===== config.mk =====
export PLATFORM = sky130hd
export DESIGN_NAME = ifcsc_top
export DESIGN_NICKNAME = d
export VERILOG_FILES = /design/src/ifcsc_sync.v /design/src/ifcsc_top.v
export VERILOG_INCLUDE_DIRS = /design/src
export SDC_FILE = /design/constraint.sdc
export NUM_CORES = 1
export LEC_CHECK = 0
export BUFFER_PORTS_ARGS = -buffer_cell sky130_fd_sc_hd__buf_2
export CORE_MARGIN = 5
export CORE_UTILIZATION = 61
export CTS_CLUSTER_SIZE = 8
export DETAILED_ROUTE_END_ITERATION = 8
export HOLD_SLACK_MARGIN = 0.02
export PLACE_DENSITY_LB_ADDON = 0.15
export SLEW_MARGIN = 20
export SYNTH_ARGS = -nofsm -noshare
export SYNTH_HDL_FRONTEND = slang
export SYNTH_SLANG_ARGS = --single-unit

===== constraint.sdc =====
create_clock -name ref_clk -period 5.4 [get_ports ref_clk]
set_input_delay 1.08 -clock ref_clk [delete_from_list [all_inputs] [get_ports ref_clk]]
set_output_delay 1.08 -clock ref_clk [all_outputs]
set_load 0.1 [all_outputs]

===== src/ifcsc_consts.vh =====
// constants of the four-channel bus switch control logic
`ifndef IFCSC_CONSTS_VH
`define IFCSC_CONSTS_VH

// control register layout
`define IFCSC_CTRL_RESET 8'h00
`define IFCSC_EN_LSB 0
`define IFCSC_EN_MSB 3
`define IFCSC_ST_LSB 4
`define IFCSC_ST_MSB 7
`define IFCSC_EN_RESET 4'h0

// address byte layout
`define IFCSC_RW_BIT 0
`define IFCSC_RW_READ 1'b1
`define IFCSC_PIN_LOW_BIT 1
`define IFCSC_PIN_HIGH_BIT 2
`define IFCSC_FIXED_LSB 3
`define IFCSC_FIXED_MSB 7
`define IFCSC_FIXED_ADDR 5'h15

// bit counting
`define IFCSC_BYTE_BITS 4'h8
`define IFCSC_CNT_ZERO 4'h0
`define IFCSC_CNT_ONE 4'h1

`endif


===== src/ifcsc_sync.v =====
// two-flop synchroniser for pins entering the ref_clk domain
`timescale 1ns/1ns
`default_nettype none

module ifcsc_sync #(
    parameter W = 1,
    parameter [W-1:0] RST_VAL = {W{1'b0}}
) (
    input wire ref_clk,
    input wire rst_n,
    input wire [W-1:0] asyncIn,
    output wire [W-1:0] syncOut
);
    reg [W-1:0] meta_q;
    reg [W-1:0] sync_q;

    // only the second stage is visible to logic
    always @(posedge ref_clk) begin
        if (!rst_n) begin
            meta_q <= RST_VAL;
            sync_q <= RST_VAL;
        end else begin
            meta_q <= asyncIn;
            sync_q <= meta_q;
        end
    end

    assign syncOut = sync_q;
endmodule

`default_nettype wire


===== src/ifcsc_top.v =====
// bus-facing control logic of the four-channel switch: slave engine, register, interrupts
//
// Behaviour
// - after that missing acknowledge the device releases the data line
// - last address bit: 1 reads the control register, 0 writes it
// - of several written data bytes only the last one is kept
// - low nibble bit n connects channel n when set, disconnects when clear
// - a new channel selection takes effect only at the following stop
// - after reset all four enable bits are zero, no channel connected
// - any combination of channel-enable bits is honoured
// - interrupt output driven low while any interrupt input is asserted
// - interrupt detection works whether or not the channel is enabled
// - register bits 4 to 7 report channels 0 to 3 in order
// - status bits capture the input levels at the moment of a read
// - a status bit reads 1 when its channel has a pending interrupt
// - interrupt inputs may act as plain inputs, reported the same way
// - the one register is written and read over the upstream bus
// - slave address holds two bits from the two address select pins
// - reset returns bus engine and register to defaults, all channels off
`timescale 1ns/1ns
`default_nettype none
`include "ifcsc_consts.vh"

module ifcsc_top #(
    parameter [4:0] FIXED_ADDR = `IFCSC_FIXED_ADDR
) (
    input wire ref_clk,
    input wire rst_n,
    input wire scl_in,
    input wire sda_in,
    output reg sda_out,
    output reg sda_oe_n,
    input wire irq_in_ch0_n,
    input wire irq_in_ch1_n,
    input wire irq_in_ch2_n,
    input wire irq_in_ch3_n,
    input wire addr_select_pin_low,
    input wire addr_select_pin_high,
    output reg irq_out,
    output reg irq_out_oe_n,
    output reg chan0_connect,
    output reg chan1_connect,
    output reg chan2_connect,
    output reg chan3_connect
);
    localparam [6:0] ST_IDLE = 7'h01;
    localparam [6:0] ST_ADDR = 7'h02;
    localparam [6:0] ST_AACK = 7'h04;
    localparam [6:0] ST_WDATA = 7'h08;
    localparam [6:0] ST_WACK = 7'h10;
    localparam [6:0] ST_RDATA = 7'h20;
    localparam [6:0] ST_RACK = 7'h40;

    wire [1:0] busSync;
    wire [3:0] irqSync;
    wire [1:0] addrSync;
    wire sclS;
    wire sdaS;

    // bus lines idle high, so they come out of reset released
    ifcsc_sync #(.W(2), .RST_VAL(2'h3)) busSyncU (
        .ref_clk(ref_clk),
        .rst_n(rst_n),
        .asyncIn({scl_in, sda_in}),
        .syncOut(busSync)
    );

    ifcsc_sync #(.W(4), .RST_VAL(4'hF)) irqSyncU (
        .ref_clk(ref_clk),
        .rst_n(rst_n),
        .asyncIn({irq_in_ch3_n, irq_in_ch2_n, irq_in_ch1_n, irq_in_ch0_n}),
        .syncOut(irqSync)
    );

    ifcsc_sync #(.W(2), .RST_VAL(2'h0)) addrSyncU (
        .ref_clk(ref_clk),
        .rst_n(rst_n),
        .asyncIn({addr_select_pin_high, addr_select_pin_low}),
        .syncOut(addrSync)
    );

    assign sclS = busSync[1];
    assign sdaS = busSync[0];

    reg sclPrev_q;
    reg sdaPrev_q;
    reg [6:0] state_q;
    reg [6:0] state_d;
    reg [3:0] bitCnt_q;
    reg [3:0] bitCnt_d;
    reg [7:0] shift_q;
    reg [7:0] shift_d;
    reg readDir_q;
    reg readDir_d;
    reg [3:0] ctrlEn_q;
    reg [3:0] ctrlEn_d;
    reg newSel_q;
    reg newSel_d;
    reg masterAck_q;
    reg masterAck_d;
    reg sdaOeN_d;
    reg [3:0] chanEn_q;
    reg [3:0] chanEn_d;

    wire sclRise;
    wire sclFall;
    wire startSeen;
    wire stopSeen;
    wire [6:0] ownAddr;
    wire [3:0] irqPending;

    // start and stop are data edges while the clock stays high
    assign sclRise = sclS & ~sclPrev_q;
    assign sclFall = ~sclS & sclPrev_q;
    assign startSeen = sclS & sclPrev_q & sdaPrev_q & ~sdaS;
    assign stopSeen = sclS & sclPrev_q & ~sdaPrev_q & sdaS;
    assign ownAddr = {FIXED_ADDR, addrSync[1], addrSync[0]};
    // pending means the input is pulled low; the enable bits play no part
    assign irqPending = ~irqSync;

    always @* begin
        state_d = state_q;
        bitCnt_d = bitCnt_q;
        shift_d = shift_q;
        readDir_d = readDir_q;
        ctrlEn_d = ctrlEn_q;
        newSel_d = newSel_q;
        masterAck_d = masterAck_q;
        sdaOeN_d = sda_oe_n;
        chanEn_d = chanEn_q;
        if (stopSeen) begin
            state_d = ST_IDLE;
            sdaOeN_d = 1'b1;
            if (newSel_q) begin
                chanEn_d = ctrlEn_q;
            end
            newSel_d = 1'b0;
        end else if (startSeen) begin
            // a repeated start drops any transfer in progress
            state_d = ST_ADDR;
            bitCnt_d = `IFCSC_CNT_ZERO;
            sdaOeN_d = 1'b1;
        end else begin
            case (state_q)
                ST_IDLE: begin
                    sdaOeN_d = 1'b1;
                end
                ST_ADDR: begin
                    if (sclRise && bitCnt_q != `IFCSC_BYTE_BITS) begin
                        shift_d = {shift_q[6:0], sdaS};
                        bitCnt_d = bitCnt_q + `IFCSC_CNT_ONE;
                    end else if (sclFall && bitCnt_q == `IFCSC_BYTE_BITS) begin
                        if (shift_q[7:1] == ownAddr) begin
                            readDir_d = (shift_q[`IFCSC_RW_BIT] == `IFCSC_RW_READ);
                            sdaOeN_d = 1'b0;
                            state_d = ST_AACK;
                        end else begin
                            // not our address: stay silent until the next start or stop
                            state_d = ST_IDLE;
                        end
                    end
                end
                ST_AACK: begin
                    if (sclFall) begin
                        bitCnt_d = `IFCSC_CNT_ZERO;
                        if (readDir_q) begin
                            // input levels are frozen as the first data bit goes out
                            shift_d = {irqPending, ctrlEn_q};
                            sdaOeN_d = irqPending[3];
                            state_d = ST_RDATA;
                        end else begin
                            sdaOeN_d = 1'b1;
                            state_d = ST_WDATA;
                        end
                    end
                end
                ST_WDATA: begin
                    if (sclRise && bitCnt_q != `IFCSC_BYTE_BITS) begin
                        shift_d = {shift_q[6:0], sdaS};
                        bitCnt_d = bitCnt_q + `IFCSC_CNT_ONE;
                    end else if (sclFall && bitCnt_q == `IFCSC_BYTE_BITS) begin
                        // each byte overwrites the last; the upper nibble is dropped
                        ctrlEn_d = shift_q[`IFCSC_EN_MSB:`IFCSC_EN_LSB];
                        newSel_d = 1'b1;
                        sdaOeN_d = 1'b0;
                        state_d = ST_WACK;
                    end
                end
                ST_WACK: begin
                    // a stop normally follows here; further bytes are still taken
                    if (sclFall) begin
                        sdaOeN_d = 1'b1;
                        bitCnt_d = `IFCSC_CNT_ZERO;
                        state_d = ST_WDATA;
                    end
                end
                ST_RDATA: begin
                    if (sclRise) begin
                        bitCnt_d = bitCnt_q + `IFCSC_CNT_ONE;
                    end else if (sclFall) begin
                        if (bitCnt_q == `IFCSC_BYTE_BITS) begin
                            sdaOeN_d = 1'b1;
                            state_d = ST_RACK;
                        end else begin
                            shift_d = {shift_q[6:0], 1'b0};
                            sdaOeN_d = shift_q[6];
                        end
                    end
                end
                ST_RACK: begin
                    sdaOeN_d = 1'b1;
                    if (sclRise) begin
                        masterAck_d = ~sdaS;
                    end else if (sclFall) begin
                        if (masterAck_q) begin
                            // fresh sample for every byte read in one transfer
                            shift_d = {irqPending, ctrlEn_q};
                            sdaOeN_d = irqPending[3];
                            bitCnt_d = `IFCSC_CNT_ZERO;
                            state_d = ST_RDATA;
                        end else begin
                            state_d = ST_IDLE;
                        end
                    end
                end
                default: begin
                    state_d = ST_IDLE;
                    sdaOeN_d = 1'b1;
                end
            endcase
        end
    end

    always @(posedge ref_clk) begin
        if (!rst_n) begin
            sclPrev_q <= 1'b1;
            sdaPrev_q <= 1'b1;
            state_q <= ST_IDLE;
            bitCnt_q <= `IFCSC_CNT_ZERO;
            shift_q <= `IFCSC_CTRL_RESET;
            readDir_q <= 1'b0;
            ctrlEn_q <= `IFCSC_EN_RESET;
            newSel_q <= 1'b0;
            masterAck_q <= 1'b0;
            chanEn_q <= `IFCSC_EN_RESET;
            sda_out <= 1'b0;
            sda_oe_n <= 1'b1;
            irq_out <= 1'b0;
            irq_out_oe_n <= 1'b1;
            chan0_connect <= 1'b0;
            chan1_connect <= 1'b0;
            chan2_connect <= 1'b0;
            chan3_connect <= 1'b0;
        end else begin
            sclPrev_q <= sclS;
            sdaPrev_q <= sdaS;
            state_q <= state_d;
            bitCnt_q <= bitCnt_d;
            shift_q <= shift_d;
            readDir_q <= readDir_d;
            ctrlEn_q <= ctrlEn_d;
            newSel_q <= newSel_d;
            masterAck_q <= masterAck_d;
            chanEn_q <= chanEn_d;
            // open drain: the line is only ever pulled low
            sda_out <= 1'b0;
            sda_oe_n <= sdaOeN_d;
            irq_out <= 1'b0;
            irq_out_oe_n <= &irqSync;
            chan0_connect <= chanEn_d[0];
            chan1_connect <= chanEn_d[1];
            chan2_connect <= chanEn_d[2];
            chan3_connect <= chanEn_d[3];
        end
    end
endmodule

`default_nettype wire


=== After elaboration in Yosys (flattened, before gate mapping) ===
Cells that the tools add are included.

* Register bits after elaboration: 54
* Bits of input ports: 10
* Logic and storage cells: 152
* Output and inout bits: 8

* Mux-type cells: 51
* Reduce and logical (&&, ||, !) cells: 18
* $add $sub $neg: 1
* Bitwise gates (word level): 17
* Eq/ne operators: 42

{| class="wikitable"
|+ Operators with widths
! cell !! count
|-
| 2-to-1 mux 7 bit || 11
|-
| 2-to-1 mux 8 bit || 9
|-
| one-hot mux 7 bit (7 select lines) || 1
|-
| != test 3 bit, second input constant || 13
|-
| 2-to-1 mux 4 bit || 9
|-
| AND reduction 12 bit || 3
|-
| != test 2 bit, second input constant || 16
|-
| one-hot mux 8 bit (4 select lines) || 1
|-
| one-hot mux 4 bit (4 select lines) || 1
|-
| 2-to-1 mux 1 bit || 14
|-
| 2-to-1 mux 6 bit || 2
|-
| AND reduction 4 bit || 3
|-
| NOT 1 bit || 9
|-
| AND reduction 9 bit || 1
|-
| AND reduction 8 bit || 1
|-
| AND 1 bit || 7
|-
| equality test 7 x 1 -> 1 bit, second input constant || 1
|-
| equality test 7 x 2 -> 1 bit, second input constant || 1
|-
| equality test 7 x 3 -> 1 bit, second input constant || 1
|-
| equality test 7 x 4 -> 1 bit, second input constant || 1
|-
| equality test 7 x 5 -> 1 bit, second input constant || 1
|-
| equality test 7 x 6 -> 1 bit, second input constant || 1
|-
| equality test 7 bit || 1
|-
| equality test 7 bit, second input constant || 1
|-
| 16 further kinds || 20
|}

=== Depth between registers and ports, before layout ===
* Word-level depth: 7
* Depth in mapped cells: 8
* Depth with buffers taken out: 7

=== Cells and area by module ===
A second synthesis with hierarchy kept.

* Cell total of the unflattened synthesis: 299
* Area total of the unflattened synthesis: 2577.5 µm²

{| class="wikitable"
|+ Modules (own cells, without submodules)
! module !! area an instance (µm²) !! instances !! cells an instance
|-
| ifcsc_top || 2157.1 || 1 || 267
|-
| ifcsc_sync at addrSyncU ... || 105.1 || 2 || 8
|-
| ifcsc_sync at irqSyncU || 210.2 || 1 || 16
|}

=== Least setup slack after synthesis ===
Ideal clock, no wire load.

* Path kind: register to output
* Start: reg sda_oe_n
* End: out sda_oe_n
* Setup slack: 3.395 ns
* Path buffers: 0
* Cell stages (with the launch flop): 1
* Data required time: 4.320 ns
* Arrival: 0.925 ns
* Cell sequence: dfxtp_1

{| class="wikitable"
|+ RTL lines
! element !! RTL line !! source
|-
| start, declared || ifcsc_top.v:32 || <nowiki>output reg sda_oe_n,</nowiki>
|-
| start signal, assigned || ifcsc_top.v:267 || <nowiki>sda_oe_n <= sdaOeN_d;</nowiki>
|}

No word-level cell between the ends.

==> impl_metrics.py <==
metrics = {
    "status": {
        "run_status": "finished clean",
    },
    "logic_synthesis": {
        "synthDistinctLibCells": 58,
        "async_flop_share": 0,
        "synth_area_per_cell_um2": 9.38,
        "yosys_warnings": 0,
        "ys_seq_elements": 50,
        "postSynthCellCount": 262,
        "ys_seq_area_frac": 0.407,
        "synthFlopType": "dfxtp_1",
        "synth-edff-count": 0,
        "syn_area_um2": 2460,
    },
    "sta": {
        "fmax_ghz": 0.418,
        "fin_worst_skew_ps": 2.20,
        "rsz0062_at_grt": "false",
        "worst_slew_pin_slew_ps": 935,
        "finalSetupTns_ps": 0,
        "slew_headroom": 0.370,
        "slew_viol_final": 0,
        "finalSetupViolCount": 0,
        "fin_crit_sh": 0.443,
        "post-route-min-period_ps": 2390,
        "timing_hold_violations_final": 0,
        "finalWorstSetupSlack_ps": 3010,
    },
    "place": {
        "io_buffers": 15,
        "dp_cells": 309,
        "place_hpwl_um": 3260,
        "gp_congestion": 0.903,
        "dpl-instance-area_um2": 2480,
        "post-place-ws_ps": 2680,
    },
    "final_layout": {
        "postLayoutCellArea_um2": 2590,
        "syn_to_final_growth_pct": 5.60,
        "final_util": 0.658,
        "stdcell_count": 317,
        "drive_gt1_frac": 0.146,
        "diodes": 0,
        "final_nets": 278,
    },
    "cts": {
        "ctsRootBufferMaster": "clkbuf_8",
        "clk_pin_slew_ps": 90,
        "cts-resized-gates": 0,
        "cts_sinks": 50,
        "cts_buffer_depth": 2,
        "ctsHoldBuffers": 0,
        "clock_latency_ps": 310,
        "cts_buffers": 5,
        "cts_tree": "built",
        "h-tree-depth": 2,
        "post_cts_buffers": 0,
    },
    "setup_path": {
        "critical-path-max-stage-delay_ps": 510,
        "cp-start-kind": "input port",
        "worstPathRequired_ps": 5650,
        "cp-end-kind": "register",
        "cp_slowest_cell": "o21ai_0",
        "crit_path_cell_trace": "buf_2, o21ai_0, or3_1, mux2i_1",
        "crit_fanout": 38,
        "cp.arrival_ps": 2640,
        "path_class": "input port to register",
    },
    "drt": {
        "drt_iter0_drc": 169,
        "route.detailed.drc": 0,
        "viasPerCell": 5.73,
        "dr_total_vias": 1817,
        "dr.max_layer_used": "met4",
        "wl_met1_um": 2020,
        "dr.pass1.iters": 4,
        "route.met2.wl_um": 2230,
        "antenna_left": 0,
        "routed_wl_um": 4570,
        "wl_met3_um": 224,
        "detail_route.wl_per_cell_um": 14.4,
    },
    "power": {
        "p_per_area_nw_per_um2": 266,
        "ir_worst_vdd_uv": 197,
        "power_leakage_nw": 1.12,
    },
    "global_routing": {
        "grt_max_degree": 39,
        "overflow": 0,
        "grt_util_all_layers": 0.193,
        "grt_pass1_wl_um": 8100,
        "grt_pass1_vias": 1776,
        "antenna_found_initial": 0,
    },
    "flow_run": {
        "cap_violations": 0,
    },
    "floorplan": {
        "dieArea_um2": 5400,
        "die_h_um": 73.5,
        "ios": 18,
        "initial_core_util": 0.623,
        "row_count": 23,
        "core_area_um2": 3940,
        "chipWidth_um": 73.5,
    },
    "hold_path": {
        "hold_class": "register to register",
    },
}
[cells in the mapped netlist, types with 5 or more instances]
| master | instances | area share |
|---|---|---|
| nand2_1 | 32 | 0.049 |
| clkbuf_1 | 8 | 0.012 |
| inv_1 | 5 | 0.0076 |
| nand3b_1 | 7 | 0.021 |
| a21oi_1 | 13 | 0.026 |
| mux2i_1 | 21 | 0.086 |
| nand2b_1 | 19 | 0.048 |
| and2_1 | 6 | 0.015 |
| nor2_1 | 15 | 0.023 |
| o21ai_0 | 5 | 0.010 |
| dfxtp_1 | 50 | 0.41 |
[power breakdown]
group	leakage, nW	total, mW	internal (mW)	switching [mW]
Sequential	0.407	0.380	0.375	0.00431
Combinational	0.649	0.0371	0.0115	0.0257
Clock	0.0591	0.272	0.141	0.131
Total	1.12	0.689	0.528	0.161
[final timing paths]
check	from	endpoint	slack (ps)	cells past startpoint
worst min-delay path	busSyncU.meta_q[1]	busSyncU.syncOut[1]	420	1
worst max register to register	state_q[1]	state_q[2]	3150	5
worst max-delay path	rst_n	bitCnt_q[0]	3010	4
worst min register to register	busSyncU.meta_q[1]	busSyncU.syncOut[1]	420	1
[kinds of logic after synthesis]
group	Yosys count	synth area share
buffers and inverters	25	0.0580
AOI/OAI and AO/OA	42	0.130
adders and majority gates	2	0.0102
muxes	24	0.0993
xor gates and xnor gates	7	0.0280
and+or+nand+nor	111	0.265
DFF	50	0.407
other	1	0.00153
[worst max-delay path: cells and delay by family]
kind / cells / cell delay (ps)
AOI/OAI and AO/OA: 1 / 510
muxes: 1 / 110
and+or+nand+nor: 1 / 470
buffers and inverters: 1 / 470
[routing by layer]
metal | GRT usage | up-vias
li1 | - | 921
met1 | 0.243 | 845
met5 | 0 | -
met2 | 0.317 | 42
met3 | 0.0328 | 9
met4 | 0.0946 | 0
[cell type report]
| class | instances | area (µm²) |
|---|---|---|
| inverter | 6 | 22.5 |
| sequential | 50 | 1000 |
| fill | 325 | 1350 |
| clock buffer | 5 | 68.8 |
| timing repair buffer | 15 | 75.1 |
| multi-input combinational | 188 | 1320 |
| tap | 50 | 62.6 |
| clock inverter | 3 | 47.5 |
[placed cells by master, fill, tap and decap left out, types with 5 or more instances in the layout]
cell type and n:
a21oi_1 13, and2_1 6, buf_2 15, clkbuf_8 5, dfxtp_1 50, inv_1 5, mux2i_1 21, nand2_1 32
nand2b_1 19, nand3b_1 7, nor2_1 15, o21ai_0 5
[sequential cells by signal (all words and copies together), names as in the netlist]
name	cells
chanEn_q	4
addrSyncU.syncOut	2
sda_oe_n	1
sdaPrev_q	1
masterAck_q	1
addrSyncU.meta_q	2
newSel_q	1
busSyncU.syncOut	2
readDir_q	1
state_q	7
shift_q	8
bitCnt_q	4
irqSyncU.syncOut	4
busSyncU.meta_q	2
irqSyncU.meta_q	4
irq_out_oe_n	1
ctrlEn_q	4
sclPrev_q	1
[stage by stage]
stage	power, mW	hold WS [ps]
after floorplan	0.419	386
after global placement	0.425	388
after detailed placement	0.426	395
after CTS	0.697	420
after global routing	0.716	446
final	0.689	415
Note: power is estimated with default switching activity, not from simulation.
